`config.mk`:
```
export PLATFORM = sky130hd
export DESIGN_NAME = stpc_timer
export DESIGN_NICKNAME = d
export VERILOG_FILES = /design/src/logic/stpc_pkg.sv /design/src/logic/stpc_timer.sv
export SDC_FILE = /design/constraint.sdc
export NUM_CORES = 1
export LEC_CHECK = 0
export CAP_MARGIN = 20
export CORE_ASPECT_RATIO = 0.7
export CORE_MARGIN = 3
export CORE_UTILIZATION = 23
export DETAILED_ROUTE_END_ITERATION = 7
export DONT_BUFFER_PORTS = 1
export PLACE_DENSITY_LB_ADDON = 0.2
export SLEW_MARGIN = 20
export SYNTH_ARGS = -nofsm -noshare
export SYNTH_HDL_FRONTEND = slang
export SYNTH_SLANG_ARGS = --single-unit
```
`constraint.sdc`:
```
create_clock -name core_clk_i -period 6.35 [get_ports core_clk_i]
set_input_delay 1.27 -clock core_clk_i [delete_from_list [all_inputs] [get_ports core_clk_i]]
set_output_delay 1.27 -clock core_clk_i [all_outputs]
set_load 0.02 [all_outputs]
```
`src/logic/stpc_pkg.sv`:
```
`default_nettype none
package stpc_pkg;
   localparam int CNT_W = 16;
   localparam int CMP_P_W = 8;
   // Register offsets
   localparam logic [3:0] ADDR_CTRL0 = 4'h0;
   localparam logic [3:0] ADDR_CTRL1 = 4'h1;
   localparam logic [3:0] ADDR_CNT_LO = 4'h2;
   localparam logic [3:0] ADDR_CNT_HI = 4'h3;
   localparam logic [3:0] ADDR_CMPA_LO = 4'h4;
   localparam logic [3:0] ADDR_CMPA_HI = 4'h5;
   localparam logic [3:0] ADDR_CMPP = 4'h6;
   localparam logic [3:0] ADDR_FLAGS = 4'h7;
   // Control 0 fields
   localparam int RUN_BIT = 3;
   // Control 1 fields
   localparam int MODE_HI = 7;
   localparam int MODE_LO = 6;
   localparam int PIN_HI = 5;
   localparam int PIN_LO = 4;
   localparam int INIT_LVL = 3;
   localparam int POL_BIT = 2;
   localparam int CLR_SEL = 0;
   // Flag fields, write one to clear
   localparam int FLAG_A = 0;
   localparam int FLAG_P = 1;
   // Mode, pin function and edge encodings, reset values
   localparam logic [1:0] MODE_CAPTURE = 2'h1;
   localparam logic [1:0] MODE_PULSE = 2'h2;
   localparam logic [1:0] PIN_SINGLE_PULSE = 2'h3;
   localparam logic [1:0] EDGE_RISE = 2'h0;
   localparam logic [1:0] EDGE_FALL = 2'h1;
   localparam logic [1:0] EDGE_BOTH = 2'h2;
   localparam logic [7:0] RESET_BYTE = 8'h00;
   localparam logic [15:0] RESET_WORD = 16'h0000;

   typedef struct packed {
      logic [3:0] addr;
      logic [7:0] wdata;
      logic wr;
      logic rd;
   } stpc_bus_t;
endpackage
`default_nettype wire

```
`src/logic/stpc_timer.sv`:
```
// Strobed register access and the placing of the registers were chosen for this implementation.
`timescale 1ns/1ps
`default_nettype none
module stpc_timer (
   input wire logic core_clk_i,
   input wire logic rst_n_i,
   input wire logic [3:0] addr_i,
   input wire logic [7:0] wdata_i,
   input wire logic wr_i,
   input wire logic rd_i,
   input wire logic external_trigger_pin_i,
   input wire logic capture_input_pin_i,
   output logic [7:0] rdata_o,
   output logic pulse_o,
   output logic irq_o
);
   ////////////////////////////////////////////////////////////////
   stpc_pkg::stpc_bus_t bus;
   assign bus = '{addr: addr_i, wdata: wdata_i, wr: wr_i, rd: rd_i};

   logic counter_run_bit;
   logic [7:0] ctrl1;
   logic [15:0] counter;
   logic [15:0] compare_a_value;
   logic [7:0] compare_p_value;
   logic compare_a_flag;
   logic compare_p_flag;
   logic run_q;
   logic [1:0] trig_sync;
   logic [1:0] cap_sync;
   logic trig_q;
   logic cap_q;
   logic [7:0] next_rdata;

   ////////////////////////////////////////////////////////////////
   // Decode
   wire [1:0] mode = {ctrl1[stpc_pkg::MODE_HI], ctrl1[stpc_pkg::MODE_LO]};
   wire [1:0] pin_fn = {ctrl1[stpc_pkg::PIN_HI], ctrl1[stpc_pkg::PIN_LO]};
   wire pulse_mode = (mode == stpc_pkg::MODE_PULSE) && (pin_fn == stpc_pkg::PIN_SINGLE_PULSE);
   wire capture_mode = (mode == stpc_pkg::MODE_CAPTURE);
   wire wr_c0 = bus.wr && (bus.addr == stpc_pkg::ADDR_CTRL0);
   wire wr_c1 = bus.wr && (bus.addr == stpc_pkg::ADDR_CTRL1);
   wire wr_al = bus.wr && (bus.addr == stpc_pkg::ADDR_CMPA_LO);
   wire wr_ah = bus.wr && (bus.addr == stpc_pkg::ADDR_CMPA_HI);
   wire wr_p = bus.wr && (bus.addr == stpc_pkg::ADDR_CMPP);
   wire wr_fl = bus.wr && (bus.addr == stpc_pkg::ADDR_FLAGS);
   wire run_rise = counter_run_bit && !run_q;

   wire trig_s = trig_sync[1];
   wire cap_s = cap_sync[1];
   wire trig_rise = trig_s && !trig_q;
   wire cap_rise = cap_s && !cap_q;
   wire cap_fall = !cap_s && cap_q;
   wire cap_edge = (pin_fn == stpc_pkg::EDGE_RISE) ? cap_rise :
                   (pin_fn == stpc_pkg::EDGE_FALL) ? cap_fall :
                   (pin_fn == stpc_pkg::EDGE_BOTH) ? (cap_rise || cap_fall) : 1'b0;
   wire capture_hit = capture_mode && counter_run_bit && cap_edge;

   wire match_a = pulse_mode && counter_run_bit && !run_rise && (counter == compare_a_value);
   wire [7:0] top = counter[15:8];
   wire cnt_max = (counter == 16'hffff);
   wire match_p = capture_mode && counter_run_bit && !run_rise &&
                  ((compare_p_value == stpc_pkg::RESET_BYTE) ? cnt_max :
                   ((top == compare_p_value) && (counter[7:0] == 8'hff)));
   wire trig_start = pulse_mode && trig_rise && !counter_run_bit;

   ////////////////////////////////////////////////////////////////
   // Synchronisers and edge history
   always_ff @(posedge core_clk_i) begin
      if (!rst_n_i) begin
         trig_sync <= 2'h0;
         cap_sync <= 2'h0;
         trig_q <= 1'b0;
         cap_q <= 1'b0;
         run_q <= 1'b0;
      end else begin
         trig_sync <= {trig_sync[0], external_trigger_pin_i};
         cap_sync <= {cap_sync[0], capture_input_pin_i};
         trig_q <= trig_s;
         cap_q <= cap_s;
         run_q <= counter_run_bit;
      end
   end

   ////////////////////////////////////////////////////////////////
   // Control registers
   always_ff @(posedge core_clk_i) begin
      if (!rst_n_i) begin
         counter_run_bit <= 1'b0;
         ctrl1 <= stpc_pkg::RESET_BYTE;
         compare_p_value <= stpc_pkg::RESET_BYTE;
      end else begin
         if (match_a) begin
            counter_run_bit <= 1'b0;
         end else if (trig_start) begin
            counter_run_bit <= 1'b1;
         end else if (wr_c0) begin
            counter_run_bit <= bus.wdata[stpc_pkg::RUN_BIT];
         end
         if (wr_c1) begin
            ctrl1 <= bus.wdata;
         end
         if (wr_p) begin
            compare_p_value <= bus.wdata;
         end
      end
   end

   // Compare A register, also capture target
   always_ff @(posedge core_clk_i) begin
      if (!rst_n_i) begin
         compare_a_value <= stpc_pkg::RESET_WORD;
      end else if (capture_hit) begin
         compare_a_value <= counter;
      end else if (wr_al) begin
         compare_a_value[7:0] <= bus.wdata;
      end else if (wr_ah) begin
         compare_a_value[15:8] <= bus.wdata;
      end
   end

   ////////////////////////////////////////////////////////////////
   // Counter
   always_ff @(posedge core_clk_i) begin
      if (!rst_n_i) begin
         counter <= stpc_pkg::RESET_WORD;
      end else if (run_rise) begin
         counter <= stpc_pkg::RESET_WORD;
      end else if (match_p) begin
         counter <= stpc_pkg::RESET_WORD;
      end else if (counter_run_bit && !match_a) begin
         counter <= counter + 16'h0001;
      end
   end

   ////////////////////////////////////////////////////////////////
   // Flags, set beats write-one clear
   always_ff @(posedge core_clk_i) begin
      if (!rst_n_i) begin
         compare_a_flag <= 1'b0;
         compare_p_flag <= 1'b0;
      end else begin
         if (match_a || capture_hit) begin
            compare_a_flag <= 1'b1;
         end else if (wr_fl && bus.wdata[stpc_pkg::FLAG_A]) begin
            compare_a_flag <= 1'b0;
         end
         if (match_p) begin
            compare_p_flag <= 1'b1;
         end else if (wr_fl && bus.wdata[stpc_pkg::FLAG_P]) begin
            compare_p_flag <= 1'b0;
         end
      end
   end

   ////////////////////////////////////////////////////////////////
   // Pulse output and interrupt
   always_ff @(posedge core_clk_i) begin
      if (!rst_n_i) begin
         pulse_o <= 1'b0;
         irq_o <= 1'b0;
      end else begin
         if (pulse_mode) begin
            pulse_o <= (counter_run_bit && !match_a) ? ctrl1[stpc_pkg::INIT_LVL] :
                       !ctrl1[stpc_pkg::INIT_LVL];
         end else begin
            pulse_o <= 1'b0;
         end
         irq_o <= compare_a_flag || compare_p_flag;
      end
   end

   ////////////////////////////////////////////////////////////////
   // Read mux
   always_comb begin
      next_rdata = 8'h00;
      case (bus.addr)
         stpc_pkg::ADDR_CTRL0: next_rdata = {4'h0, counter_run_bit, 3'h0};
         stpc_pkg::ADDR_CTRL1: next_rdata = ctrl1;
         stpc_pkg::ADDR_CNT_LO: next_rdata = counter[7:0];
         stpc_pkg::ADDR_CNT_HI: next_rdata = counter[15:8];
         stpc_pkg::ADDR_CMPA_LO: next_rdata = compare_a_value[7:0];
         stpc_pkg::ADDR_CMPA_HI: next_rdata = compare_a_value[15:8];
         stpc_pkg::ADDR_CMPP: next_rdata = compare_p_value;
         stpc_pkg::ADDR_FLAGS: next_rdata = {6'h00, compare_p_flag, compare_a_flag};
         default: next_rdata = 8'h00;
      endcase
   end

   always_ff @(posedge core_clk_i) begin
      if (!rst_n_i) begin
         rdata_o <= 8'h00;
      end else if (bus.rd) begin
         rdata_o <= next_rdata;
      end else begin
         rdata_o <= 8'h00;
      end
   end
endmodule // stpc_timer
`default_nettype wire

```
Word-level counts from Yosys, hierarchy flattened
Index checks and enable logic that the tools add are counted.
- bitwise gates (word level): 1
- eq/ne operators: 17
- reduce and logical (&&, ||, !) cells: 48
- mux-type cells: 16
- $add $sub $neg: 1
- operator list (cell ; count):
    one-hot mux 8 bit (8 select lines) ; 1
    logical AND 1 bit ; 24
    2-to-1 mux 8 bit ; 3
    adder 16 x 1 -> 16 bit, second input constant ; 1
    equality test 16 bit ; 1
    equality test 16 bit, second input constant ; 1
    equality test 4 x 3 -> 1 bit, second input constant ; 4
    2-to-1 mux 16 bit ; 1
    2-to-1 mux 1 bit ; 11
    nonzero test 2 bit ; 5
    equality test 4 x 2 -> 1 bit, second input constant ; 2
    equality test 8 bit ; 1
    equality test 8 bit, second input constant ; 1
    zero test 1 bit ; 8
    zero test 8 bit ; 1
    equality test 2 bit, second input constant ; 3
    AND reduction 2 bit ; 3
    equality test 2 x 1 -> 1 bit, second input constant ; 2
    equality test 4 x 1 -> 1 bit, second input constant ; 1
    zero test 4 bit ; 1
    logical OR 1 bit ; 3
    OR reduction 3 bit ; 1
    zero test 2 bit ; 1
    != test 2 x 1 -> 1 bit, second input constant ; 1
    2 further kinds ; 2
- input port bits: 18
- output and inout port bits: 10
- register bits after elaboration: 68
- logic and storage cells: 99

Depth between registers and ports, before layout
- word-level depth: 9
- mapped depth: 9
- depth with buffers taken out: 8

Least setup slack after synthesis
Ideal clock, no wire load.
- path kind: input -> register
- from: in addr_i[1]
- to: reg compare_a_value[15]
- data required time: 6234 ps
- path slack: 3579 ps
- stages: 8
- arrival time: 2655 ps
- path buffers: 3
- setup time: 116 ps
- cell sequence: clkbuf_1 -> nor2b_1 -> clkbuf_1 -> and2_1 -> clkbuf_1 -> mux2i_1 -> nand2_1 -> o211a_1
- cells in the longest elaborated chain, start to end: 4
- elaborated cells between the ends (all ways): 7
- those cells by class: eq/ne (3); reduce/logical (4)
- ends and longest elaborated chain (what ; RTL line ; source):
    start, declared ; stpc_timer.sv:7 ; input wire logic [3:0] addr_i,
    equality test 4 x 3 -> 1 bit (on tied branches) ; stpc_timer.sv:43, stpc_timer.sv:44 ;
    logical AND 1 bit (on tied branches) ; stpc_timer.sv:43, stpc_timer.sv:44 ;
    != test 2 x 1 -> 1 bit (no source line) or nonzero test 2 bit (tied branches) ; -- ;
    AND reduction 2 bit (no source line) * ; -- ;
    end signal, assigned ; stpc_timer.sv:112 ; compare_a_value <= stpc_pkg::RESET_WORD;
    end signal, assigned ; stpc_timer.sv:114 ; compare_a_value <= counter;
    end signal, assigned ; stpc_timer.sv:118 ; compare_a_value[15:8] <= bus.wdata;
    end, declared ; stpc_timer.sv:24 ; logic [15:0] compare_a_value;
Every way passes the cells marked *; elsewhere a longest branch is shown, timed or not.
A chain may end at the register's enable or synchronous reset.

Worst setup path after layout
- from: reg counter[1]
- to: reg counter[2]
- cells in the longest elaborated chain, start to end: 5
- elaborated cells between the ends (all ways): 11
- those cells by class: add/sub (1); eq/ne (3); mux (1); reduce/logical (6)
- ends and longest elaborated chain (what ; RTL line ; source):
    start, declared ; stpc_timer.sv:23 ; logic [15:0] counter;
    start signal, assigned ; stpc_timer.sv:126 ; counter <= stpc_pkg::RESET_WORD;
    start signal, assigned ; stpc_timer.sv:128 ; counter <= stpc_pkg::RESET_WORD;
    start signal, assigned ; stpc_timer.sv:130 ; counter <= stpc_pkg::RESET_WORD;
    branches (longest 5 deep; another with adder 16 x 1 -> 16 bit) ; -- ;
Several ways; the timed one is not identified.

==> flow_metrics.py <==
metrics = {
    "outcome": {
        "status": "finished, final reports clean",
    },
    "pwr": {
        "total_power_uw": 986.4,
        "intPower_uw": 773.0,
        "p_clk_share_pct": 51.9,
        "leakage_uw": 0.001780,
        "p_sw_uw": 213.4,
        "p_comb_share_pct": 3.8,
        "ir_worst_vdd_mv": 0.09725,
        "p_per_area_nw_per_um2": 239.2,
        "swShare_pct": 21.63,
        "seqPwrFrac_pct": 44.3,
    },
    "grt": {
        "grt_overflow": 0,
        "first_global_vias": 2841,
        "use_met3_pct": 4.235,
        "antenna_found_initial": 0,
        "grt_max_degree": 47,
        "grt_util_met2_pct": 17.17,
        "grt_pass1_wl_mm": 18.11,
        "top_usage_layer": "met1",
        "use_met1_pct": 22.51,
        "track_usage_pct": 13.77,
    },
    "clock_tree": {
        "root_buffer": "clkbuf_16",
        "cts.clk_slew.worst_paths_ns": 0.06,
        "cts_max_level": 3,
        "clock_latency_ns": 0.34,
        "cts_buffers": 9,
        "cts_tree": "done",
        "cts_sinks": 68,
        "cts_resized": 0,
        "cts_buffer_depth": 2,
        "cts_setup_buffers": 0,
        "cts-hold-fix-buffers": 0,
    },
    "setup_path": {
        "cp_max_fo": 14,
        "cp_data_arrival_time_ns": 3.04,
        "endpoint_kind": "flop",
        "rr_endpoint": "counter[2]",
        "r2r_cells": 7,
        "required_ns": 6.58,
        "cp-start-kind": "flop",
        "r2r_setup_slack_ns": 3.54,
        "critPathKind": "flop to flop",
        "rr_startpoint": "counter[1]",
    },
    "sta": {
        "slew_headroom_pct": 42.28,
        "rsz0062_at_grt": "false",
        "fin_tns_setup_ns": 0,
        "min_period_ns": 2.810,
        "worstMarginPinSlew_ns": 0.8659,
        "clock.fmax_ghz": 0.3559,
        "fin_crit_sh_pct": 44.25,
        "hold_viol": 0,
        "skew_ns": 0.007381,
        "setup_viol": 0,
        "finalMaxSlewViolations": 0,
    },
    "layout": {
        "synthToLayoutAreaGrowth_pct": 11.99,
        "fin_util_pct": 26.44,
        "finalNetCount": 419,
        "drive_above_1_share_pct": 5.955,
        "final_cells": 603,
        "diodes": 0,
    },
    "floorplanning": {
        "die_x_um": 157.2,
        "initial_utilization_pct": 23.61,
        "dieArea_um2": 17590,
        "rows": 38,
        "io_pins": 28,
        "core-area_um2": 15600,
        "die_h_um": 111.9,
    },
    "drt": {
        "dr.first_iter.drc_count": 287,
        "post_drt_wl_per_cell_um": 19.68,
        "via_per_inst": 5.149,
        "firstDrtPassIters": 7,
        "drc": 0,
        "routed_wl_mm": 11.87,
        "route.vias.total": 3105,
        "ant_nets": 0,
    },
    "hold_path": {
        "whs_path_depth": 1,
        "hold-path-endpoint": "trig_sync[1]",
        "hp-class": "flop to flop",
        "min_from": "trig_sync[0]",
    },
    "place": {
        "dp_hpwl_mm": 8.852,
        "dp_cells": 587,
        "place_congestion": 0.9205,
        "port-buffer-count": 0,
    },
    "synth": {
        "synth_warnings": 0,
        "synth_cell_type_count": 51,
        "syn-num-nets": 439,
        "ys_seq_elements": 68,
        "yosysSeqAreaShare_pct": 36.97,
        "netlist_instances": 418,
        "synth-edff-count": 0,
        "syn-cell-area_um2": 3682,
        "async_flop_share_pct": 0,
        "ys.flop_type": "dfxtp_1",
        "postSynthAreaPerCell_um2": 8.809,
    },
    "job": {
        "drv_cap": 0,
    },
}
-- registers in the layout (all words and copies together) (netlist names), 2 cells and up --
name             flops
compare_a_value     16
counter             16
compare_p_value      8
ctrl1                8
rdata_o              8
cap_sync             2
trig_sync            2
-- how the worst max path moves through the flow --
stage                     from             endpoint  cells past startpoint
finish              counter[1]           counter[2]                      7
global placement     addr_i[0]  compare_a_value[15]                      5
global route        counter[1]           counter[2]                      7
CTS                 counter[1]           counter[2]                      7
floorplan            addr_i[1]  compare_a_value[15]                      8
detailed placement   addr_i[0]  compare_a_value[10]                      5
-- power by group through the flow --
stage          sequential (uW)  combinational, uW  clock (uW)
2_1_floorplan              444               37.8           0
3_3_place_gp               446               36.7           0
3_5_place_dp               446               37.0           0
4_1_cts                    437               37.2         526
5_1_grt                    437               42.0         542
6_report                   437               37.6         512
-- cells by family (layout without fill, tap and decap cells) --
logic type | after synthesis | in the layout | synth area share [%]
mux | 38 | 38 | 10.77
xor+xnor | 27 | 27 | 6.422
compound gates | 84 | 84 | 17.33
flops | 68 | 68 | 36.97
buf+inv | 41 | 26 | 4.281
simple gates | 157 | 157 | 23.21
fa+ha+maj | 3 | 3 | 1.019
-- through the flow --
step | cell area [um^2] | setup slack [ns] | hold WS [ns]
after floorplan | 3682 | 3.579 | 0.4119
after global placement | 3820 | 3.534 | 0.4175
after detailed placement | 3820 | 3.510 | 0.4193
after CTS | 4124 | 3.603 | 0.4332
after global routing | 4124 | 3.371 | 0.4587
final | 4124 | 3.540 | 0.4300
-- Yosys cell counts, types with 7 or more instances --
cell type   n  share of area [%]
nand2_1    36                3.7
xor2_1     16                3.8
a21oi_1    13                1.8
clkbuf_1   30                3.1
and2_1     11                1.9
xnor2_1    11                2.6
nor2b_1    23                3.9
dfxtp_1    68                 37
inv_1       8               0.82
nand4_1     7                1.2
nor4_1      7                1.2
nor3_1      7               0.95
o211a_1    17                4.6
nor2_1     19                1.9
mux2i_1    34                9.2
nand3_1    14                1.9
and3_1     11                1.9
o21ai_0    13                1.8
-- worst max-delay path, cell delays in order (launching register included) --
cell       delay, ns
dfxtp_1         0.49
ha_1            0.30
and4_1          0.23
o2111ai_2       0.12
nor3_1          0.46
or2_0           0.74
a211oi_1        0.11
a31o_2          0.25
-- final cells by class --
class	count	area [um^2]
Clock buffer	12	256.5
Clock inverter	4	47.55
Fill cell	1660	11470
Inverter	8	30.03
Multi-Input combinational cell	309	2163
Sequential cell	68	1361
Tap cell	200	250.2
Timing Repair Buffer	2	15.01
-- routing by layer --
| layer | vias up | wire, um |
|---|---|---|
| li1 | 1471 | - |
| met5 | - | 0 |
| met4 | 0 | 93 |
| met2 | 124 | 4485 |
| met3 | 9 | 1294 |
| met1 | 1501 | 5992 |
-- layout by cell type (no fill, tap or decap), types with 6 or more instances in the layout --
| cell | netlist | layout |
|---|---|---|
| a21oi_1 | 13 | 13 |
| a211oi_1 | 6 | 6 |
| a22oi_1 | 6 | 6 |
| nand4_1 | 7 | 7 |
| o21ai_0 | 13 | 13 |
| nor2_1 | 19 | 19 |
| nand3_1 | 14 | 14 |
| nor3_1 | 7 | 7 |
| o211a_1 | 17 | 17 |
| nor2b_1 | 23 | 23 |
| nand2_1 | 36 | 36 |
| mux2i_1 | 34 | 34 |
| xnor2_1 | 11 | 11 |
| clkbuf_16 | 0 | 9 |
| and3_1 | 11 | 11 |
| a221oi_1 | 6 | 6 |
| and2_1 | 11 | 11 |
| xor2_1 | 16 | 16 |
| nor4_1 | 7 | 7 |
| dfxtp_1 | 68 | 68 |
| inv_1 | 8 | 8 |
Note: power is estimated with default switching activity, not from simulation.
